`src/core/pd_pkg.sv`:
```
// Constants for the phase detector and lock monitor
package pd_pkg;
  localparam int unsigned CLK_MHZ = 40;
  localparam int unsigned LOCK_TIME_NS = 1000;
  localparam int unsigned LOCK_CYCLES = (LOCK_TIME_NS * CLK_MHZ + 999) / 1000;
  localparam logic [7:0] LOCK_CNT_MAX = LOCK_CYCLES[7:0];
  localparam logic [7:0] ENH_RST = 8'h00;
  localparam int unsigned ENH_MAIN_OFF = 0;
  localparam int unsigned ENH_REF_OFF = 1;
  localparam int unsigned ENH_DOUT_PRE = 2;
  localparam int unsigned ENH_DOUT_EN = 3;
  localparam logic [7:0] ADDR_CTRL = 8'h00;
  localparam logic [7:0] ADDR_STATUS = 8'h04;
  localparam logic [7:0] ADDR_INT_STAT = 8'h08;
  localparam logic [7:0] ADDR_INT_MASK = 8'h0c;
  localparam int unsigned CTRL_PFD_EN = 0;
  localparam logic [31:0] CTRL_RST = 32'h0000_0001;
  localparam int unsigned INT_LOCK_GAIN = 0;
  localparam int unsigned INT_LOCK_LOSS = 1;
  localparam int unsigned INT_ENH_WR = 2;
  localparam int unsigned INT_W = 3;
  localparam logic [2:0] INT_MASK_RST = 3'h0;
endpackage

```
`src/core/enh_capture.sv`:
```
// Enhancement register capture over the parallel or serial write port
`timescale 1ns/1ps
module enh_capture
(
  input wire logic i_clk,
  input wire logic i_rst_n,
  input wire logic i_smode,
  input wire logic i_enh_wr,
  input wire logic i_sclk,
  input wire logic i_sdata,
  input wire logic [7:0] i_par_data,
  output logic [7:0] o_enh_value,
  output logic o_enh_written
);
  typedef struct packed
  {
    logic wr_prev;
    logic sclk_prev;
    logic [7:0] value;
    logic written;
  } cap_t;

  cap_t cap_r;
  cap_t cap_nxt;

  always_comb
  begin
    cap_nxt = cap_r;
    cap_nxt.written = 1'b0;
    cap_nxt.wr_prev = i_enh_wr;
    cap_nxt.sclk_prev = i_sclk;
    if (!i_smode && i_enh_wr && !cap_r.wr_prev)
    begin
      cap_nxt.value = i_par_data;
      cap_nxt.written = 1'b1;
    end
    else if (i_smode && i_enh_wr && i_sclk && !cap_r.sclk_prev)
    begin
      cap_nxt.value = {cap_r.value[6:0], i_sdata};
      cap_nxt.written = 1'b1;
    end
  end

  always_ff @(posedge i_clk)
  begin
    if (!i_rst_n)
    begin
      cap_r <= '{wr_prev: 1'b0, sclk_prev: 1'b0, value: pd_pkg::ENH_RST, written: 1'b0};
    end
    else
    begin
      cap_r <= cap_nxt;
    end
  end

  assign o_enh_value = cap_r.value;
  assign o_enh_written = cap_r.written;
endmodule

```
`src/core/pd_lock_top.sv`:
```
// Phase comparator, lock monitor, monitor pins and APB registers
`timescale 1ns/1ps
module pd_lock_top
(
  input wire logic i_clk,
  input wire logic i_rst_n,
  input wire logic i_main_div,
  input wire logic i_ref_div,
  input wire logic i_modulus_select,
  input wire logic i_prescaler_raw,
  input wire logic i_enh_n,
  input wire logic i_smode,
  input wire logic i_enh_wr,
  input wire logic i_sclk,
  input wire logic i_sdata,
  input wire logic [7:0] i_par_data,
  input wire logic i_psel,
  input wire logic i_penable,
  input wire logic i_pwrite,
  input wire logic [7:0] i_paddr,
  input wire logic [31:0] i_pwdata,
  output logic [31:0] o_prdata,
  output logic o_pready,
  output logic o_pslverr,
  output logic o_pump_down_pulse_n,
  output logic o_pump_up_pulse_n,
  output logic o_pulse_combined,
  output logic o_lock_indicator_o,
  output logic o_lock_indicator_oe,
  output logic o_main_div_monitor,
  output logic o_ref_div_monitor,
  output logic o_dout,
  output logic o_irq
);
  typedef struct packed
  {
    logic main_prev;
    logic ref_prev;
    logic pump_up_n;
    logic pump_dn_n;
    logic comb;
    logic [7:0] lock_cnt;
    logic locked;
    logic ld_o;
    logic ld_oe;
    logic main_mon;
    logic ref_mon;
    logic dout;
    logic pready;
    logic pslverr;
    logic [31:0] prdata;
    logic pfd_en;
    logic [2:0] int_stat;
    logic [2:0] int_mask;
    logic irq;
  } state_t;

  localparam state_t STATE_RST = '{
    main_prev: 1'b0,
    ref_prev: 1'b0,
    pump_up_n: 1'b1,
    pump_dn_n: 1'b1,
    comb: 1'b0,
    lock_cnt: 8'h00,
    locked: 1'b0,
    ld_o: 1'b0,
    ld_oe: 1'b1,
    main_mon: 1'b0,
    ref_mon: 1'b0,
    dout: 1'b0,
    pready: 1'b0,
    pslverr: 1'b0,
    prdata: 32'h0000_0000,
    pfd_en: pd_pkg::CTRL_RST[pd_pkg::CTRL_PFD_EN],
    int_stat: 3'h0,
    int_mask: pd_pkg::INT_MASK_RST,
    irq: 1'b0
  };

  state_t st_r;
  state_t st_nxt;
  logic [7:0] enh_value;
  logic enh_written;

  enh_capture u_enh_capture
  (
    .i_clk(i_clk),
    .i_rst_n(i_rst_n),
    .i_smode(i_smode),
    .i_enh_wr(i_enh_wr),
    .i_sclk(i_sclk),
    .i_sdata(i_sdata),
    .i_par_data(i_par_data),
    .o_enh_value(enh_value),
    .o_enh_written(enh_written)
  );

  always_comb
  begin
    logic main_rise;
    logic ref_rise;
    logic up_act;
    logic dn_act;
    logic enh_act;
    logic acc;
    logic wr_acc;
    logic hit;
    logic [31:0] rd;
    logic [2:0] ev;
    logic [2:0] clr;
    main_rise = 1'b0;
    ref_rise = 1'b0;
    up_act = 1'b0;
    dn_act = 1'b0;
    enh_act = 1'b0;
    acc = 1'b0;
    wr_acc = 1'b0;
    hit = 1'b0;
    rd = 32'h0000_0000;
    ev = 3'h0;
    clr = 3'h0;
    st_nxt = st_r;

    // Pins are sampled as plain levels; pulled-down pins arrive as zero
    st_nxt.main_prev = i_main_div;
    st_nxt.ref_prev = i_ref_div;
    main_rise = i_main_div && !st_r.main_prev;
    ref_rise = i_ref_div && !st_r.ref_prev;

    // Phase-frequency comparator
    up_act = !st_r.pump_up_n;
    dn_act = !st_r.pump_dn_n;
    if (!st_r.pfd_en)
    begin
      up_act = 1'b0;
      dn_act = 1'b0;
    end
    else
    begin
      up_act = up_act || ref_rise;
      dn_act = dn_act || main_rise;
      if (up_act && dn_act)
      begin
        up_act = 1'b0;
        dn_act = 1'b0;
      end
    end
    st_nxt.pump_up_n = !up_act;
    st_nxt.pump_dn_n = !dn_act;
    st_nxt.comb = !(st_nxt.pump_up_n && st_nxt.pump_dn_n);

    // Lock filter on the combined pulse signal
    if (st_r.comb)
    begin
      st_nxt.lock_cnt = 8'h00;
    end
    else if (st_r.lock_cnt != pd_pkg::LOCK_CNT_MAX)
    begin
      st_nxt.lock_cnt = st_r.lock_cnt + 8'h01;
    end
    st_nxt.locked = !st_r.comb && (st_nxt.lock_cnt == pd_pkg::LOCK_CNT_MAX);
    st_nxt.ld_o = 1'b0;
    st_nxt.ld_oe = !st_nxt.locked;

    // Monitor pins and data output
    enh_act = !i_enh_n;
    st_nxt.main_mon = i_main_div;
    st_nxt.ref_mon = i_ref_div;
    st_nxt.dout = 1'b0;
    if (enh_act)
    begin
      if (enh_value[pd_pkg::ENH_MAIN_OFF])
      begin
        st_nxt.main_mon = 1'b0;
      end
      if (enh_value[pd_pkg::ENH_REF_OFF])
      begin
        st_nxt.ref_mon = 1'b0;
      end
      if (enh_value[pd_pkg::ENH_DOUT_EN])
      begin
        st_nxt.dout = enh_value[pd_pkg::ENH_DOUT_PRE] ? i_prescaler_raw : i_modulus_select;
      end
    end

    // APB slave with one wait state
    acc = i_psel && i_penable && st_r.pready;
    wr_acc = acc && i_pwrite;
    hit = (i_paddr == pd_pkg::ADDR_CTRL) || (i_paddr == pd_pkg::ADDR_STATUS)
      || (i_paddr == pd_pkg::ADDR_INT_STAT) || (i_paddr == pd_pkg::ADDR_INT_MASK);
    case (i_paddr)
      pd_pkg::ADDR_CTRL: rd = {31'h0000_0000, st_r.pfd_en};
      pd_pkg::ADDR_STATUS: rd = {16'h0000, enh_value, 4'h0, enh_act, dn_act, up_act, st_r.locked};
      pd_pkg::ADDR_INT_STAT: rd = {29'h0000_0000, st_r.int_stat};
      pd_pkg::ADDR_INT_MASK: rd = {29'h0000_0000, st_r.int_mask};
      default: rd = 32'h0000_0000;
    endcase
    if (i_psel && i_penable && !st_r.pready)
    begin
      st_nxt.pready = 1'b1;
      st_nxt.prdata = i_pwrite ? 32'h0000_0000 : rd;
      st_nxt.pslverr = !hit;
    end
    else
    begin
      st_nxt.pready = 1'b0;
      st_nxt.pslverr = 1'b0;
    end
    if (wr_acc && i_paddr == pd_pkg::ADDR_CTRL)
    begin
      st_nxt.pfd_en = i_pwdata[pd_pkg::CTRL_PFD_EN];
    end
    if (wr_acc && i_paddr == pd_pkg::ADDR_INT_MASK)
    begin
      st_nxt.int_mask = i_pwdata[2:0];
    end
    if (wr_acc && i_paddr == pd_pkg::ADDR_INT_STAT)
    begin
      clr = i_pwdata[2:0];
    end

    // Sticky events, set beats clear
    ev[pd_pkg::INT_LOCK_GAIN] = st_nxt.locked && !st_r.locked;
    ev[pd_pkg::INT_LOCK_LOSS] = !st_nxt.locked && st_r.locked;
    ev[pd_pkg::INT_ENH_WR] = enh_written;
    st_nxt.int_stat = (st_r.int_stat & ~clr) | ev;
    st_nxt.irq = |(st_nxt.int_stat & st_nxt.int_mask);
  end

  always_ff @(posedge i_clk)
  begin
    if (!i_rst_n)
    begin
      st_r <= STATE_RST;
    end
    else
    begin
      st_r <= st_nxt;
    end
  end

  assign o_prdata = st_r.prdata;
  assign o_pready = st_r.pready;
  assign o_pslverr = st_r.pslverr;
  assign o_pump_down_pulse_n = st_r.pump_dn_n;
  assign o_pump_up_pulse_n = st_r.pump_up_n;
  assign o_pulse_combined = st_r.comb;
  assign o_lock_indicator_o = st_r.ld_o;
  assign o_lock_indicator_oe = st_r.ld_oe;
  assign o_main_div_monitor = st_r.main_mon;
  assign o_ref_div_monitor = st_r.ref_mon;
  assign o_dout = st_r.dout;
  assign o_irq = st_r.irq;
endmodule

```
`config.mk`:
```
export PLATFORM = sky130hd
export DESIGN_NAME = pd_lock_top
export DESIGN_NICKNAME = d
export VERILOG_FILES = /design/src/core/pd_pkg.sv /design/src/core/enh_capture.sv /design/src/core/pd_lock_top.sv
export SDC_FILE = /design/constraint.sdc
export NUM_CORES = 1
export LEC_CHECK = 0
export ABC_CLOCK_PERIOD_IN_PS = 2500
export BUFFER_PORTS_ARGS = -buffer_cell sky130_fd_sc_hd__buf_2
export CORE_MARGIN = 5
export CORE_UTILIZATION = 40
export DETAILED_ROUTE_END_ITERATION = 10
export HOLD_SLACK_MARGIN = 0.03
export PLACE_DENSITY = 0.69
export SLEW_MARGIN = 20
export SYNTH_ARGS = -nofsm -noshare
export SYNTH_HDL_FRONTEND = slang
export SYNTH_SLANG_ARGS = --single-unit
```
`constraint.sdc`:
```
create_clock -name i_clk -period 2.5 [get_ports i_clk]
set_input_delay 0.125 -clock i_clk [delete_from_list [all_inputs] [get_ports i_clk]]
set_output_delay 0.125 -clock i_clk [all_outputs]
set_load 0.01 [all_outputs]
```
# --- Yosys cells after proc, flatten, opt, wreduce, memory -nomap -nowiden ---
# Cells that the tools add are included.
word_totals:
  out_inout_bits: 43
  ff_bits: 72
  in_bits: 62
op_classes:
  addsub: 1
  reduce_logical: 45
  eq_ne: 5
  mux: 18
  n_bitwise: 6
op_table:
  columns: ["operator", "n"]
  rows:
  - ["$pmux W16 S4", 1]
  - ["$mux W32", 1]
  - ["$logic_and A1 B1 Y1", 19]
  - ["$mux W9", 2]
  - ["$eq A8 B4 Y1 const B", 2]
  - ["$logic_not A1 Y1", 16]
  - ["$mux W8", 2]
  - ["$mux W3", 3]
  - ["$add A8 B1 Y8 const B", 1]
  - ["$eq A8 B3 Y1 const B", 1]
  - ["$eq A8 B6 Y1 const B", 1]
  - ["$logic_not A8 Y1", 1]
  - ["$mux W1", 8]
  - ["$ne A8 B6 Y1 const B", 1]
  - ["$and A3 B3 Y3", 2]
  - ["$reduce_or A3 Y1", 2]
  - ["$logic_or A1 B1 Y1", 5]
  - ["$not A3 Y3", 1]
  - ["$or A3 B3 Y3", 1]
  - ["$mux W2", 1]
  - ["$not A1 Y1", 2]
  - ["$reduce_and A2 Y1", 1]
  - ["$reduce_bool A2 Y1", 1]

# --- Longest topological paths before layout ---
depth:
  depth_word: 10
  depth_mapped: 8
  depth_no_buf: 7

# --- Hierarchy ---
# From an unflattened synthesis, not the netlist that was laid out.
unflattened:
  cells_unflattened: 280
  hier_area_um2: 2586.2
by_module_without_submodules:
  columns: ["module", "seq_area_each_um2", "instances", "area_each_um2", "cells_each"]
  rows:
  - ["pd_lock_top", 800.8, 1, 2070.7, 226]
  - ["enh_capture", 220.2, 1, 515.5, 54]

# --- Least setup slack after synthesis ---
# Ideal clock, no wire load.
synth_timing:
  path_type: "register to register"
  startpoint: "register st_r[48] (netlist bit)"
  endpoint: "register st_r, in the netlist o_irq"
  path_stages_with_launch: 8
  t_required_ps: 2362
  slack_ps: 638
  n_path_buf: 0
  setup_ps: 138
  arrival_time_ps: 1723
  path_cell_list: "dfxtp_1 > ha_1 > or2_2 > a21oi_1 > o311ai_4 > nor4b_4 > nand3b_1 > o211ai_1"
synth_via:
  elab_chain_cells: 10
  word_cells_on_any_way: 12
  classes_between: "add/sub (1); eq/ne (2); mux (2); bitwise (2); reduce/logical (5)"
synth_rtl:
  columns: ["element", "line", "rtl"]
  rows:
  - ["start, declared", "pd_lock_top.sv:80", "state_t st_r;"]
  - ["start signal, assigned", "pd_lock_top.sv:238", "st_r <= st_nxt;"]
  - ["$add A8 B1 Y8 or $ne A8 B6 Y1 (tied branches)", "pd_lock_top.sv:159, pd_lock_top.sv:157", null]
  - ["$mux W8 (*)", "pd_lock_top.sv:157", "else if (st_r.lock_cnt != pd_pkg::LOCK_CNT_MAX)"]
  - ["$mux W8 (*)", "pd_lock_top.sv:153", "if (st_r.comb)"]
  - ["$eq A8 B6 Y1 (*)", "pd_lock_top.sv:161", "st_nxt.locked = !st_r.comb && (st_nxt.lock_cnt == pd_pkg::LOCK_CNT_MAX);"]
  - ["$logic_and A1 B1 Y1 (*)", "pd_lock_top.sv:161", null]
  - ["$logic_not A1 Y1", "pd_lock_top.sv:224", "ev[pd_pkg::INT_LOCK_LOSS] = !st_nxt.locked && st_r.locked;"]
  - ["$logic_and A1 B1 Y1", "pd_lock_top.sv:224", null]
  - ["$or A3 B3 Y3 (*)", "pd_lock_top.sv:226", "st_nxt.int_stat = (st_r.int_stat & ~clr) | ev;"]
  - ["$and A3 B3 Y3 (*)", "pd_lock_top.sv:227", "st_nxt.irq = |(st_nxt.int_stat & st_nxt.int_mask);"]
  - ["$reduce_or A3 Y1 (*)", "pd_lock_top.sv:227", null]
# Every way passes the cells marked *; elsewhere a longest branch is shown, timed or not.
# A chain may end at the register's enable or synchronous reset.

# --- Final worst setup path ---
# Same ends and word-level chain as after synthesis.

==> flow_results.xml <==
<?xml version="1.0" encoding="UTF-8"?>
<metrics>
  <group name="timing">
    <metric name="max_freq" unit="MHz">488</metric>
    <metric name="period_needed" unit="ns">2.05</metric>
    <metric name="timing.slew.headroom" unit="">0.580</metric>
    <metric name="finalHoldViolCount" unit="">0</metric>
    <metric name="finalCritPeriodShare" unit="">0.821</metric>
    <metric name="drv_slew" unit="">0</metric>
    <metric name="max_slew.worst_pin.slew" unit="ns">0.630</metric>
    <metric name="setup_tns" unit="ns">0</metric>
    <metric name="setup_viol" unit="">0</metric>
    <metric name="rsz_0062_raised_after_global_routing" unit="">no</metric>
    <metric name="final.setup_skew" unit="ns">0.00904</metric>
  </group>
  <group name="detailed_routing">
    <metric name="dr.first_iter.drc_count" unit="">86</metric>
    <metric name="antenna_violating_nets_post_route" unit="">0</metric>
    <metric name="avgViaCountPerCell" unit="">4.86</metric>
    <metric name="detailroute.via_count" unit="">1843</metric>
    <metric name="drt-total-wl" unit="mm">4.90</metric>
    <metric name="post_drt_wl_per_cell" unit="um">12.9</metric>
    <metric name="post-route-drc-count" unit="">0</metric>
    <metric name="drt_pre_antenna_iters" unit="">4</metric>
  </group>
  <group name="worst_setup_path">
    <metric name="critPathKind" unit="">flop to flop</metric>
    <metric name="cp_cell_sequence" unit="">ha_1 -&gt; or2_2 -&gt; a21oi_1 -&gt; o311ai_4 -&gt; nor4b_4 -&gt; nand3b_1 -&gt; o211ai_1</metric>
    <metric name="worstRegToRegCells" unit="">7</metric>
    <metric name="timing.critical_path.required" unit="ns">2.67</metric>
    <metric name="timing.critical_path.from_type" unit="">flop</metric>
    <metric name="max_stage_delay" unit="ns">0.37</metric>
    <metric name="worst-endpoint-arrival" unit="ns">2.22</metric>
    <metric name="reg2reg_from" unit="">st_r[48]</metric>
    <metric name="setup.worst_path.end_class" unit="">flop</metric>
    <metric name="worstPathMaxFanout" unit="">6</metric>
    <metric name="cp_top_family" unit="">simple AND/OR/NAND/NOR gates</metric>
    <metric name="timing.reg2reg.setup_slack" unit="ns">0.45</metric>
    <metric name="crit_buf_inv" unit="">0</metric>
    <metric name="critical_path.slowest_cell" unit="">sky130_fd_sc_hd__dfxtp_1</metric>
    <metric name="reg2reg_to" unit="">o_irq</metric>
  </group>
  <group name="finish">
    <metric name="final_cell_area" unit="sq um">2770</metric>
    <metric name="antennaDiodeCount" unit="">0</metric>
    <metric name="layout-drive-gt1-share" unit="">0.243</metric>
    <metric name="layout.cells.most_common" unit="">sky130_fd_sc_hd__buf_2</metric>
    <metric name="finalNetCount" unit="">367</metric>
    <metric name="most_used_cells_in_the_layout_excluding_fill_and_tap_cells" unit="">sky130_fd_sc_hd__buf_2, sky130_fd_sc_hd__dfxtp_1, sky130_fd_sc_hd__nand2_1, sky130_fd_sc_hd__conb_1</metric>
    <metric name="area_growth_syn_to_layout" unit="%">10.8</metric>
  </group>
  <group name="synth">
    <metric name="yosys_most_used_dff" unit="">sky130_fd_sc_hd__dfxtp_1</metric>
    <metric name="synthDominantAreaCellType" unit="">sky130_fd_sc_hd__dfxtp_1</metric>
    <metric name="ys_top_cells_by_area" unit="">sky130_fd_sc_hd__dfxtp_1, sky130_fd_sc_hd__buf_4, sky130_fd_sc_hd__mux2i_1, sky130_fd_sc_hd__nand2_1, sky130_fd_sc_hd__nor2b_1</metric>
    <metric name="count_of_state_elements_after_synthesis" unit="">51</metric>
    <metric name="post_synth_inst_count" unit="">265</metric>
    <metric name="synth-edff-count" unit="">0</metric>
    <metric name="mean_post_synth_cell_area" unit="sq um">9.44</metric>
    <metric name="synthesis.yosys.warnings" unit="">0</metric>
    <metric name="synth.lib_cells_used.distinct" unit="">44</metric>
    <metric name="synth_area" unit="sq um">2500</metric>
    <metric name="netlist.area_leader.share" unit="">0.408</metric>
    <metric name="synth_async_sr_flop_share" unit="">0</metric>
    <metric name="synth_sequential_area_ratio" unit="">0.408</metric>
  </group>
  <group name="global_routing">
    <metric name="groute.usage.overall" unit="">0.129</metric>
    <metric name="grt_max_degree" unit="">42</metric>
    <metric name="first_global_vias" unit="">1782</metric>
    <metric name="antenna_found_initial" unit="">0</metric>
    <metric name="grt_pass1_wl" unit="mm">7.96</metric>
    <metric name="grt-ovfl-total" unit="">0</metric>
  </group>
  <group name="clock_tree">
    <metric name="cts_root_buffer" unit="">sky130_fd_sc_hd__clkbuf_8</metric>
    <metric name="clockBufferDepth" unit="">2</metric>
    <metric name="tritoncts.num_buffers" unit="">5</metric>
    <metric name="cts_tree" unit="">yes</metric>
    <metric name="post_cts_hold_buffer_count" unit="">1</metric>
    <metric name="path_clk_slew" unit="ns">0.09</metric>
    <metric name="clock_tree.htree_level_count" unit="">2</metric>
    <metric name="cts_num_sinks" unit="">51</metric>
    <metric name="ctsResizeCount" unit="">0</metric>
    <metric name="postCtsSetupBuffers" unit="">0</metric>
    <metric name="clkLatencyLatePin" unit="ns">0.31</metric>
  </group>
  <group name="die">
    <metric name="io_pins" unit="">105</metric>
    <metric name="floorplan.initialDensity" unit="">0.418</metric>
    <metric name="die_height" unit="um">89.1</metric>
    <metric name="die_area" unit="sq um">7930</metric>
    <metric name="row_count" unit="">28</metric>
    <metric name="die-width" unit="um">89.1</metric>
    <metric name="core_area" unit="sq um">5990</metric>
  </group>
  <group name="hold_path">
    <metric name="min_delay_path_depth" unit="">2</metric>
    <metric name="timing.hold.worst.class" unit="">input port to flop</metric>
    <metric name="timing.hold.worst_endpoint" unit="">u_enh_capture.cap_r[9]</metric>
    <metric name="worst_hold_startpoint" unit="">i_sclk</metric>
  </group>
  <group name="power_and_ir_drop">
    <metric name="peakVddDrop" unit="V">0.000290</metric>
    <metric name="cellPowerDensity" unit="nW/um^2">587</metric>
    <metric name="leakage" unit="nW">1.29</metric>
  </group>
  <group name="flow_run">
    <metric name="cap_violations" unit="">0</metric>
  </group>
  <group name="placed_design">
    <metric name="count_of_buffers_inserted_at_the_top_level_ports" unit="">54</metric>
    <metric name="placedInstanceArea" unit="sq um">2640</metric>
    <metric name="gp_congestion" unit="">0.753</metric>
    <metric name="dpl.hpwl" unit="mm">3.75</metric>
  </group>
  <group name="outcome">
    <metric name="status" unit="">finished, final reports clean</metric>
  </group>
</metrics>
[final cells by class]
cell class / count / area, sq um
multi-input cells: 184 / 1230
fillers: 589 / 3220
clock inverters: 2 / 38.8
inverters: 6 / 22.5
repair buffers: 55 / 280
clock buffers: 6 / 82.6
flip-flops and latches: 51 / 1020
well taps: 75 / 93.8
[worst register-to-register path, cell delays in order, from the launching register on]
cell,delay [ns]
sky130_fd_sc_hd__dfxtp_1,0.37
sky130_fd_sc_hd__ha_1,0.27
sky130_fd_sc_hd__or2_2,0.28
sky130_fd_sc_hd__a21oi_1,0.26
sky130_fd_sc_hd__o311ai_4,0.13
sky130_fd_sc_hd__nor4b_4,0.37
sky130_fd_sc_hd__nand3b_1,0.15
sky130_fd_sc_hd__o211ai_1,0.09
[worst max path at each step]
stage	endpoint	cells after the start	slack [ns]	from
floorplan	o_irq	7	0.64	st_r[48]
global placement	o_irq	7	0.43	st_r[48]
detailed placement	o_irq	7	0.44	st_r[48]
CTS	o_irq	7	0.42	st_r[48]
global route	o_irq	7	0.28	st_r[48]
finish	o_irq	7	0.45	st_r[48]
[per-layer routing]
| layer | vias to the layer above | global-route usage | part of all wire |
|---|---|---|---|
| met5 | - | 0 | 0 |
| met4 | 0 | 0.0447 | 0.010 |
| met3 | 6 | 0.0332 | 0.086 |
| met2 | 59 | 0.206 | 0.45 |
| met1 | 838 | 0.168 | 0.45 |
| li1 | 940 | - | - |
[metrics by stage]
| stage | hold WS [ns] | setup WS [ns] | power [mW] | utilization | instances |
|---|---|---|---|---|---|
| floorplan | 0.202 | 0.638 | 1.01 | - | 285 |
| global placement | 0.328 | 0.434 | 1.03 | 0.441 | 370 |
| detailed placement | 0.328 | 0.440 | 1.04 | 0.441 | 370 |
| CTS | 0.0346 | 0.424 | 1.65 | 0.463 | 379 |
| global route | 0.0410 | 0.284 | 1.71 | 0.463 | 379 |
| finish | 0.0393 | 0.449 | 1.63 | 0.463 | 379 |
[Yosys cell counts, drive strengths merged (3+ instances only)]
cell type,count
clkbuf,7
dfxtp,51
o21ai,7
a22oi,9
nand4,6
and2,6
nand2,25
and3,4
or2,3
a21boi,8
nand3,7
nor2b,14
o211a,8
mux2i,12
buf,37
xnor2,5
o21a,4
xor2,3
nor2,14
inv,6
[where the power goes]
group	internal (mW)	total, mW	leakage [nW]	switching, mW
sequential	0.838	0.858	0.416	0.0202
clock	0.329	0.607	0.0618	0.277
combinational	0.0703	0.162	0.815	0.0912
total	1.24	1.63	1.29	0.389
[cells by family after synthesis]
kind of cell	Yosys count	share of synthesized area
other cells	1	0.00150
xor+xnor	8	0.0280
simple gates	95	0.218
compound gates	43	0.140
buf+inv	50	0.129
flops	51	0.408
fa+ha+maj	2	0.0100
mux	15	0.0660
[sequential cells by signal, summed over array words and instances, names as in the netlist, 2 cells and up]
| name | flops |
|---|---|
| st_r | 18 |
| u_enh_capture.cap_r | 2 |
| u_enh_capture.o_enh_value | 8 |
| o_prdata | 12 |
No activity file was read; power rests on OpenSTA's default activity.
